<file path="src/logic/txb_pkg.sv">
package txb_pkg;
  // buffer count and field widths
  localparam int NB   = 4;
  localparam int IW   = 2;
  localparam int FIDW = 11;
  localparam int LENW = 7;
  localparam int CYCW = 6;
  localparam int SSW  = 16;
  localparam int RBW  = 8;

  // word addresses on the register port; each group holds NB words
  localparam logic [7:0] ADDR_CFG_BASE  = 8'h00;
  localparam logic [7:0] ADDR_CTL_BASE  = 8'h08;
  localparam logic [7:0] ADDR_HDR_BASE  = 8'h10;
  localparam logic [7:0] ADDR_STAT_BASE = 8'h18;
  localparam logic [7:0] ADDR_SEG       = 8'h20;
  localparam logic [7:0] ADDR_PEFLAG    = 8'h24;

  // configuration word fields
  localparam int CFG_FID_LSB = 0;
  localparam int CFG_CHA_BIT = 11;
  localparam int CFG_MTM_BIT = 12;
  localparam int CFG_SEG_BIT = 13;
  localparam int CFG_CFE_BIT = 14;
  localparam int CFG_CYC_LSB = 16;

  // control word bits, all write-one triggers
  localparam int CTL_CSET_BIT = 0;
  localparam int CTL_CCLR_BIT = 1;
  localparam int CTL_LCK_BIT  = 2;
  localparam int CTL_IFC_BIT  = 3;

  // status word fields
  localparam int STAT_ST_LSB  = 0;
  localparam int STAT_CMT_BIT = 4;
  localparam int STAT_LCK_BIT = 5;
  localparam int STAT_DV_BIT  = 6;
  localparam int STAT_IF_BIT  = 7;
  localparam int STAT_SS_LSB  = 16;

  // segment data size word fields
  localparam int SEG1_LSB = 0;
  localparam int SEG2_LSB = 8;

  // flag word bit
  localparam int PEF_BIT = 0;

  // reset values
  localparam logic [31:0]   RST_CFG  = 32'h0000_0000;
  localparam logic [LENW-1:0] RST_LEN = 7'h00;
  localparam logic [SSW-1:0] RST_SS  = 16'h0000;

  typedef enum logic [2:0] {
    ST_IDLE,
    ST_AVAIL,
    ST_SLOT_ASG,
    ST_TX,
    ST_NULL
  } txb_state_t;
endpackage

</file>
<file path="src/logic/txb_ctrl.sv">
// Implementation choices: the address-and-strobe port and the register offsets.
`timescale 1ns/100ps
// Overview of operation
// - after search, at most two buffers go from idle to available for next slot
// - frame sent at slot start only from available buffer with commit set
// - header length above segment size: read twice segment size, pad the rest
// - header length within segment size: read exactly twice header length bytes
// - static slot owned on channel A when some buffer matches id with A enabled
// - owned slot sends null frame if all matches uncommitted, locked or filtered
// - host may uncommit an available buffer; it then serves a null frame
// - null conditions after search: at most two buffers become slot assigned
// - slot assigned buffer at slot start always yields a null frame
// - lock changes during null frame service leave the null frame untouched
// - slot status vector after each slot drives the buffer status update
// - complete transmission: store slot status, status update, set interrupt flag
// - event mode: message sent once, commit cleared at status update
// - state mode: commit kept, data valid set, message resent
// - incomplete transmission leaves status, flags and interrupt flag unchanged
// - internal error on incomplete transmission sets engine failure flag
// - null frame leaves its buffer status, flags and interrupt flag unchanged
// - entering a locked state clears the data valid flag
// - transmission start beats a simultaneous host lock in available state
module txb_ctrl (
  // clock and reset
  input  wire logic                       sys_clk,
  input  wire logic                       rstn,
  // register port
  input  wire logic [7:0]                 addr,
  input  wire logic [31:0]                wdata,
  input  wire logic                       wr_en,
  input  wire logic                       rd_en,
  output logic      [31:0]                rdata,
  // search results from buffer search
  input  wire logic                       search_done,
  input  wire logic [1:0]                 ma_en,
  input  wire logic [txb_pkg::IW-1:0]     ma_idx0,
  input  wire logic [txb_pkg::IW-1:0]     ma_idx1,
  input  wire logic [1:0]                 sa_en,
  input  wire logic [txb_pkg::IW-1:0]     sa_idx0,
  input  wire logic [txb_pkg::IW-1:0]     sa_idx1,
  // current slot from protocol engine
  input  wire logic [txb_pkg::FIDW-1:0]   cur_slot_id,
  input  wire logic [txb_pkg::CYCW-1:0]   cur_cycle,
  input  wire logic                       slot_start,
  input  wire logic                       slot_end,
  input  wire logic [txb_pkg::SSW-1:0]    slot_status,
  input  wire logic                       tx_complete,
  input  wire logic                       tx_int_error,
  // frame request toward protocol engine
  output logic                            frame_start,
  output logic                            null_start,
  output logic      [txb_pkg::IW-1:0]     tx_idx,
  output logic      [txb_pkg::RBW-1:0]    read_bytes,
  output logic                            zero_pad,
  // channel A static slot status
  output logic                            slot_owned_a,
  output logic                            null_frame_a,
  // flag for protocol irq flags one
  output logic                            engine_comm_failure_flag
);
  import txb_pkg::*;

  // per-buffer storage
  logic [31:0]     cfg_reg     [NB];
  logic [LENW-1:0] hdr_len_reg [NB];
  txb_state_t      state_reg   [NB];
  logic [SSW-1:0]  sstat_reg   [NB];
  logic [NB-1:0]   commit_bit;
  logic [NB-1:0]   lock_status;
  logic [NB-1:0]   data_valid_flag;
  logic [NB-1:0]   buffer_interrupt_flag;

  logic [LENW-1:0] seg1_ds_reg;
  logic [LENW-1:0] seg2_ds_reg;
  logic            pecf_reg;

  // per-buffer decoded events
  logic [NB-1:0]   ma_hit;
  logic [NB-1:0]   sa_hit;
  logic [NB-1:0]   tx_fire;
  logic [NB-1:0]   su_ok;
  logic [NB-1:0]   ctl_wr;
  logic [NB-1:0]   slot_match;
  logic [NB-1:0]   null_cond;

  // slot start selection
  logic            sel_any;
  logic            sel_data;
  logic [IW-1:0]   sel_idx;
  logic [RBW-1:0]  calc_bytes;
  logic            calc_pad;

  wire cfg_sel  = addr[7:2] == ADDR_CFG_BASE[7:2];
  wire ctl_sel  = addr[7:2] == ADDR_CTL_BASE[7:2];
  wire hdr_sel  = addr[7:2] == ADDR_HDR_BASE[7:2];
  wire stat_sel = addr[7:2] == ADDR_STAT_BASE[7:2];
  wire [IW-1:0] aidx = addr[IW-1:0];

  genvar n;
  generate
    for (n = 0; n < NB; n++) begin : g_buf
      localparam logic [IW-1:0] ID = IW'(n);
      wire lck_trig = ctl_wr[n] & wdata[CTL_LCK_BIT];

      // search results name at most two buffers each way
      assign ma_hit[n] = search_done & ((ma_en[0] & (ma_idx0 == ID)) |
                                        (ma_en[1] & (ma_idx1 == ID)));
      assign sa_hit[n] = search_done & ((sa_en[0] & (sa_idx0 == ID)) |
                                        (sa_en[1] & (sa_idx1 == ID)));
      assign ctl_wr[n] = wr_en & ctl_sel & (aidx == ID);
      // a locked available buffer counts as host-held and sends no data
      assign tx_fire[n] = slot_start & (state_reg[n] == ST_AVAIL) &
                          commit_bit[n] & ~lock_status[n];
      assign su_ok[n]   = slot_end & (state_reg[n] == ST_TX) & tx_complete;

      // channel A ownership and null conditions per buffer
      assign slot_match[n] = (cfg_reg[n][CFG_FID_LSB +: FIDW] == cur_slot_id) &
                             cfg_reg[n][CFG_CHA_BIT];
      assign null_cond[n]  = ~commit_bit[n] | lock_status[n] |
                             (cfg_reg[n][CFG_CFE_BIT] &
                              (cfg_reg[n][CFG_CYC_LSB +: CYCW] != cur_cycle));

      // configuration and header length words
      // the host is expected to reconfigure only buffers that are idle or locked
      always_ff @(posedge sys_clk or negedge rstn) begin
        if (!rstn) begin
          cfg_reg[n]     <= RST_CFG;
          hdr_len_reg[n] <= RST_LEN;
        end else begin
          if (wr_en && cfg_sel && aidx == ID) begin
            cfg_reg[n] <= wdata;
          end
          if (wr_en && hdr_sel && aidx == ID) begin
            hdr_len_reg[n] <= wdata[LENW-1:0];
          end
        end
      end

      // buffer state; lock is a separate bit so null service ignores it
      // ma beats sa; a locked idle buffer can only reach the slot assigned path
      always_ff @(posedge sys_clk or negedge rstn) begin
        if (!rstn) begin
          state_reg[n] <= ST_IDLE;
        end else begin
          unique case (state_reg[n])
            ST_IDLE: begin
              if (ma_hit[n] && !lock_status[n]) begin
                state_reg[n] <= ST_AVAIL;
              end else if (sa_hit[n]) begin
                state_reg[n] <= ST_SLOT_ASG;
              end
            end
            ST_AVAIL: begin
              if (tx_fire[n]) begin
                state_reg[n] <= ST_TX;
              end else if (slot_start) begin
                state_reg[n] <= ST_NULL;
              end
            end
            ST_SLOT_ASG: begin
              if (slot_start) begin
                state_reg[n] <= ST_NULL;
              end
            end
            ST_TX, ST_NULL: begin
              if (slot_end) begin
                state_reg[n] <= ST_IDLE;
              end
            end
          endcase
        end
      end

      // lock toggles; ignored while transmitting or when a start fires
      // an ignored toggle is lost, so the host must issue it again
      always_ff @(posedge sys_clk or negedge rstn) begin
        if (!rstn) begin
          lock_status[n] <= 1'b0;
        end else if (lck_trig && state_reg[n] != ST_TX && !tx_fire[n]) begin
          lock_status[n] <= ~lock_status[n];
        end
      end

      // commit: host sets or clears, event mode clears at status update
      // a fresh host commit beats the hardware clear so new data is never dropped
      always_ff @(posedge sys_clk or negedge rstn) begin
        if (!rstn) begin
          commit_bit[n] <= 1'b0;
        end else if (ctl_wr[n] && wdata[CTL_CSET_BIT]) begin
          commit_bit[n] <= 1'b1;
        end else if (ctl_wr[n] && wdata[CTL_CCLR_BIT]) begin
          commit_bit[n] <= 1'b0;
        end else if (su_ok[n] && !cfg_reg[n][CFG_MTM_BIT]) begin
          commit_bit[n] <= 1'b0;
        end
      end

      // data valid: lock clears it, state mode completion sets it
      // unlocking leaves the flag alone; only the lock direction clears it
      always_ff @(posedge sys_clk or negedge rstn) begin
        if (!rstn) begin
          data_valid_flag[n] <= 1'b0;
        end else if (lck_trig && !lock_status[n] && state_reg[n] != ST_TX &&
                     !tx_fire[n]) begin
          data_valid_flag[n] <= 1'b0;
        end else if (su_ok[n] && cfg_reg[n][CFG_MTM_BIT]) begin
          data_valid_flag[n] <= 1'b1;
        end
      end

      // interrupt flag: hardware set wins over a same-cycle host clear
      // the clear is a write-one trigger, so other control bits may share the word
      always_ff @(posedge sys_clk or negedge rstn) begin
        if (!rstn) begin
          buffer_interrupt_flag[n] <= 1'b0;
        end else if (su_ok[n]) begin
          buffer_interrupt_flag[n] <= 1'b1;
        end else if (ctl_wr[n] && wdata[CTL_IFC_BIT]) begin
          buffer_interrupt_flag[n] <= 1'b0;
        end
      end

      // slot status only on complete data frames; null and partial keep it
      // an incomplete slot must not overwrite the last good status vector
      always_ff @(posedge sys_clk or negedge rstn) begin
        if (!rstn) begin
          sstat_reg[n] <= RST_SS;
        end else if (su_ok[n]) begin
          sstat_reg[n] <= slot_status;
        end
      end
    end
  endgenerate

  // segment data sizes
  // one shared pair for all buffers; the segment bit of each buffer picks one
  always_ff @(posedge sys_clk or negedge rstn) begin
    if (!rstn) begin
      seg1_ds_reg <= RST_LEN;
      seg2_ds_reg <= RST_LEN;
    end else if (wr_en && addr == ADDR_SEG) begin
      seg1_ds_reg <= wdata[SEG1_LSB +: LENW];
      seg2_ds_reg <= wdata[SEG2_LSB +: LENW];
    end
  end

  // failure flag: set by an internal error at a slot end without tx_complete, set beats clear
  // sticky so a short fault is still seen by slow host polling
  always_ff @(posedge sys_clk or negedge rstn) begin
    if (!rstn) begin
      pecf_reg <= 1'b0;
    end else if (slot_end && tx_int_error && !tx_complete) begin
      pecf_reg <= 1'b1;
    end else if (wr_en && addr == ADDR_PEFLAG && wdata[PEF_BIT]) begin
      pecf_reg <= 1'b0;
    end
  end
  assign engine_comm_failure_flag = pecf_reg;

  // pick the lowest buffer that serves this slot; search may name two per slot
  // limitation: a second available buffer still changes state in the slot,
  // but only the lowest index reaches the engine
  always_comb begin
    sel_any  = 1'b0;
    sel_data = 1'b0;
    sel_idx  = '0;
    for (int i = NB - 1; i >= 0; i--) begin
      if (state_reg[i] == ST_AVAIL || state_reg[i] == ST_SLOT_ASG) begin
        sel_any  = 1'b1;
        sel_data = tx_fire[i];
        sel_idx  = IW'(i);
      end
    end
  end

  // length mux follows the selected buffer, ready at the slot start edge
  txb_payload_len u_len (
    .header_payload_length (hdr_len_reg[sel_idx]),
    .segment_one_data_size (seg1_ds_reg),
    .segment_two_data_size (seg2_ds_reg),
    .seg_sel               (cfg_reg[sel_idx][CFG_SEG_BIT]),
    .read_bytes            (calc_bytes),
    .zero_pad              (calc_pad)
  );

  // frame request, one-cycle pulses with the selection held after
  // length and index are latched so the engine may fetch after the pulse
  always_ff @(posedge sys_clk or negedge rstn) begin
    if (!rstn) begin
      frame_start <= 1'b0;
      null_start  <= 1'b0;
      tx_idx      <= '0;
      read_bytes  <= '0;
      zero_pad    <= 1'b0;
    end else begin
      frame_start <= slot_start & sel_any & sel_data;
      null_start  <= slot_start & sel_any & ~sel_data;
      if (slot_start && sel_any) begin
        tx_idx     <= sel_idx;
        read_bytes <= sel_data ? calc_bytes : '0;
        zero_pad   <= sel_data & calc_pad;
      end
    end
  end

  // channel A ownership of the current static slot, registered
  // one cycle behind the slot id and buffer state, which the engine allows for
  always_ff @(posedge sys_clk or negedge rstn) begin
    if (!rstn) begin
      slot_owned_a <= 1'b0;
      null_frame_a <= 1'b0;
    end else begin
      slot_owned_a <= |slot_match;
      null_frame_a <= (|slot_match) & ~|(slot_match & ~null_cond);
    end
  end

  // read data valid from the cycle after the strobe, held until the next read strobe
  // unmapped words and the write-only control words read as zero
  always_ff @(posedge sys_clk or negedge rstn) begin
    if (!rstn) begin
      rdata <= 32'h0000_0000;
    end else if (rd_en) begin
      rdata <= 32'h0000_0000;
      if (cfg_sel) begin
        rdata <= cfg_reg[aidx];
      end else if (hdr_sel) begin
        rdata[LENW-1:0] <= hdr_len_reg[aidx];
      end else if (stat_sel) begin
        rdata[STAT_ST_LSB +: 3]   <= state_reg[aidx];
        rdata[STAT_CMT_BIT]       <= commit_bit[aidx];
        rdata[STAT_LCK_BIT]       <= lock_status[aidx];
        rdata[STAT_DV_BIT]        <= data_valid_flag[aidx];
        rdata[STAT_IF_BIT]        <= buffer_interrupt_flag[aidx];
        rdata[STAT_SS_LSB +: SSW] <= sstat_reg[aidx];
      end else if (addr == ADDR_SEG) begin
        rdata[SEG1_LSB +: LENW] <= seg1_ds_reg;
        rdata[SEG2_LSB +: LENW] <= seg2_ds_reg;
      end else if (addr == ADDR_PEFLAG) begin
        rdata[PEF_BIT] <= pecf_reg;
      end
    end
  end
endmodule

</file>
<file path="src/logic/txb_payload_len.sv">
`timescale 1ns/100ps
// bytes to fetch from buffer memory for one frame, and whether padding follows
module txb_payload_len (
  // header length and segment data sizes, in two-byte words
  input  wire logic [txb_pkg::LENW-1:0] header_payload_length,
  input  wire logic [txb_pkg::LENW-1:0] segment_one_data_size,
  input  wire logic [txb_pkg::LENW-1:0] segment_two_data_size,
  input  wire logic                     seg_sel,
  // result
  output logic      [txb_pkg::RBW-1:0]  read_bytes,
  output logic                          zero_pad
);
  import txb_pkg::*;

  logic [LENW-1:0] seg_ds;

  // segment picks the size limit; both segments behave alike
  always_comb begin
    seg_ds = seg_sel ? segment_two_data_size : segment_one_data_size;
    if (header_payload_length > seg_ds) begin
      read_bytes = {seg_ds, 1'b0};
      zero_pad   = 1'b1;
    end else begin
      read_bytes = {header_payload_length, 1'b0};
      zero_pad   = 1'b0;
    end
  end
endmodule

</file>
<file path="config.mk">
export PLATFORM = sky130hd
export DESIGN_NAME = txb_ctrl
export DESIGN_NICKNAME = d
export VERILOG_FILES = /design/src/logic/txb_pkg.sv /design/src/logic/txb_ctrl.sv /design/src/logic/txb_payload_len.sv
export SDC_FILE = /design/constraint.sdc
export NUM_CORES = 1
export LEC_CHECK = 0
export BUFFER_PORTS_ARGS = -buffer_cell sky130_fd_sc_hd__buf_4
export CORE_AREA = 4 4 173 175
export CTS_CLUSTER_DIAMETER = 80
export DETAILED_ROUTE_END_ITERATION = 16
export DIE_AREA = 0 0 177 179
export GPL_ROUTABILITY_DRIVEN = 0
export PLACE_DENSITY = 0.85
export SYNTH_ARGS = -nofsm -noshare
export SYNTH_HDL_FRONTEND = slang
export SYNTH_SLANG_ARGS = --single-unit
</file>
<file path="constraint.sdc">
create_clock -name sys_clk -period 3.74 [get_ports sys_clk]
set_input_delay 0.748 -clock sys_clk [delete_from_list [all_inputs] [get_ports sys_clk]]
set_output_delay 0.748 -clock sys_clk [all_outputs]
set_load 0.1 [all_outputs]
</file>
==> out/results.ini <==
[status]
status = completed

[synthesis]
synth_edf_count = 0
yosysWarnings = 0
synth_cell_types = 70
syn_nets = 1356
seq_area_frac_synth = 0.499
syn_avg_cell_area_um2 = 12.3
synth-seq-cells = 309
syn_area_um2 = 15500
ys_async_sr_fraction = 1.00
synth_top_flop_cell = dfrtp_1
synthCells = 1255

[detailed_routing]
routed-wl-met3_um = 3600
drc = 0
drt_first_pass_iters = 6
via_count = 11200
drtIter0Drc = 1088
routed_via_density = 6.32
met1_length_um = 16100
highest_layer = met4
final_antenna_net_count = 0
wl_per_cell_um = 23.8
wl_met2_um = 21000
routed_wl_um = 42300

[finish]
largest_register_ffs = 128
drive_above_1_share = 0.365
final_cell_mix = dfrtp_1 (309), mux2_2 (204), buf_4 (160)
layout_commonest_cell = dfrtp_1
fillCellCount = 2076
postLayoutCoreUtil = 0.635
area_delta_synth_final_pct = 16.7
layout.nets = 1470

[placement]
portBuffers = 140
dp_hpwl_um = 29100

[global_routing]
grt_pass1_vias = 11700
grtUsageTotal = 0.266
antenna_found_initial = 1
overflow = 0
grt_pass1_wl_um = 65800
grt_max_degree = 95

[critical_path]
worst_setup_path_end_kind = flop
worstPathArrival_ns = 3.91
crit_type = flop to flop
worstPathRequired_ns = 4.11
cp.buffers_inverters = 0
path_max_fanout = 12
max_stage_delay_ns = 0.52
crit_family = compound AO/OA/AOI/OAI gates
path_cells = xnor2_2 -> a2bb2o_4 -> o21ai_2 -> a22oi_4 -> mux2i_1 -> ha_1 -> nor2b_1 -> o21ai_0 -> a21oi_1 -> a211o_1 -> o211ai_1 -> o221ai_1
crit_path_start_kind = flop
cp_slowest_cell = dfrtp_1

[pwr]
leakage_nw = 8.26
power_density_nw_per_um2 = 602
ir_drop_mv = 0.417

[cts]
cts_buffers = 34
cts_setup_buffers = 0
cts.htree.levels = 2
clockRootBuffer = clkbuf_16
clk_path_buf_depth = 3
clkLatencyLatePin_ns = 0.52
cts_tree = built
path_clk_slew_ns = 0.05
numClockSinks = 309

[timing]
worst_slew_pin_slew_ns = 1.28
finalCritPeriodShare = 0.947
hold_violations = 0
totalNegativeSetupSlack_ns = 0
rsz0062_at_grt = false
setup_viol = 0
maxSlewViolCount = 0
holdWs_ns = 0.217
fmax_mhz = 282
layout_min_cycle_time_ns = 3.54
clock_skew_ns = 0.0208
maxSlewHeadroom = 0.147

[floorplan]
core.rowCount = 62
fp.dieH_um = 179
num_io_pins = 142
coreArea_um2 = 28500
start_util = 0.544
die_w_um = 177
dieArea_um2 = 31700

[min_path]
worstHoldPathType = primary input to asynchronous set/reset pin

[flow_run]
maxCapViolations = 0

-- layer usage --
layer  up-vias  track usage
li1       4799            -
met5         -            0
met1      5713        0.341
met3       128       0.0565
met4         0       0.0980
met2       589        0.450
-- final cells by class --
type | instances | area [um2] | area share
clock inverter | 17 | 263 | 0.0145
clock buffer | 43 | 915 | 0.0506
multi-input combinational | 841 | 7340 | 0.406
sequential | 309 | 7730 | 0.428
antenna | 1 | 2.50 | 0.000138
inverter | 19 | 71.3 | 0.00394
tap | 384 | 480 | 0.0266
timing repair buffer | 164 | 1280 | 0.0706
-- final timing paths --
kind | from | endpoint | slack (ns) | cells past startpoint
min in group sys_clk | slot_status[6] | sstat_reg[54]$_DFFE_PN0P_ | 0.44 | 3
setup / recovery | state_reg[4]$_DFFE_PN0P_ | read_bytes[4]$_DFFE_PN0P_ | 0.20 | 12
hold / removal | rstn | hdr_len_reg[25]$_DFFE_PN0P_ | 0.22 | 1
setup reg to reg | state_reg[4]$_DFFE_PN0P_ | read_bytes[4]$_DFFE_PN0P_ | 0.20 | 12
hold reg to reg | buffer_interrupt_flag[0]$_DFFE_PN0P_ | buffer_interrupt_flag[0]$_DFFE_PN0P_ | 0.48 | 2
max in group asynchronous | rstn | cfg_reg[60]$_DFFE_PN0P_ | 2.58 | 2
-- cell families (layout without fill, tap and decap cells) --
family,count (synthesis),count (layout),synth area share
multiplexers,289,289,0.254
flip-flops,309,309,0.499
AND/OR/NAND/NOR,284,284,0.0860
adder cells (fa/ha/maj),7,7,0.00565
buffers and inverters,105,243,0.0290
AO/OA/AOI/OAI,180,180,0.0798
XOR/XNOR,80,80,0.0462
other,1,2,0.000242
-- worst register-to-register path: cells and delay by family, from the launching register on --
kind                       cells  cell delay, ns
xor gates and xnor gates       1            0.35
and+or+nand+nor                1            0.13
DFF                            1            0.52
adders and majority gates      1            0.29
muxes                          1            0.27
AOI/OAI and AO/OA              8            1.85
-- repair_timing --
item | 4_1_cts | 5_1_grt
hold buffers | 0 | 0
resized for setup | 0 | 1
hold endpoints to repair | 0 | 0
endpoints found under the setup margin | 0 | 6
-- metrics by stage --
step / worst slack [ns] / cell area (um2) / total power [W] / std cells
finish: 0.197 / 18100 / 0.0109 / 1778
global route: 0.0164 / 18100 / 0.0113 / 1778
CTS: 0.257 / 18100 / 0.0109 / 1777
floorplan: 0.706 / 15500 / 0.00652 / 1255
global placement: 0.403 / 16900 / 0.00716 / 1717
detailed placement: 0.248 / 16900 / 0.00734 / 1717
-- cells in the mapped netlist (4+ instances only) --
master	instances	area share
nor3_1	7	0.0023
dfrtp_1	309	0.50
nand2_1	116	0.028
mux2i_1	14	0.0090
a22oi_1	34	0.016
ha_1	7	0.0057
xnor2_1	69	0.039
o211ai_1	5	0.0024
nand4_1	22	0.0089
clkbuf_1	43	0.010
buf_2	38	0.012
o31ai_1	4	0.0019
nand3_1	21	0.0068
o22ai_1	5	0.0020
nor2_2	5	0.0020
a31oi_1	5	0.0020
mux2_1	9	0.0065
o21ai_0	26	0.0084
a21oi_1	51	0.016
xor2_1	9	0.0051
nor2_1	67	0.016
nor2b_1	10	0.0040
mux4_2	61	0.089
a32oi_1	7	0.0040
mux2_2	204	0.15
o221ai_1	14	0.0079
and3_1	5	0.0020
inv_1	19	0.0046
nand3b_1	5	0.0024
a21o_1	6	0.0029
-- power breakdown --
group,switching [W],internal [W]
registers,0.000416,0.00387
clock network,0.00138,0.00216
logic,0.00174,0.00132
(Power assumes the default switching activity.)
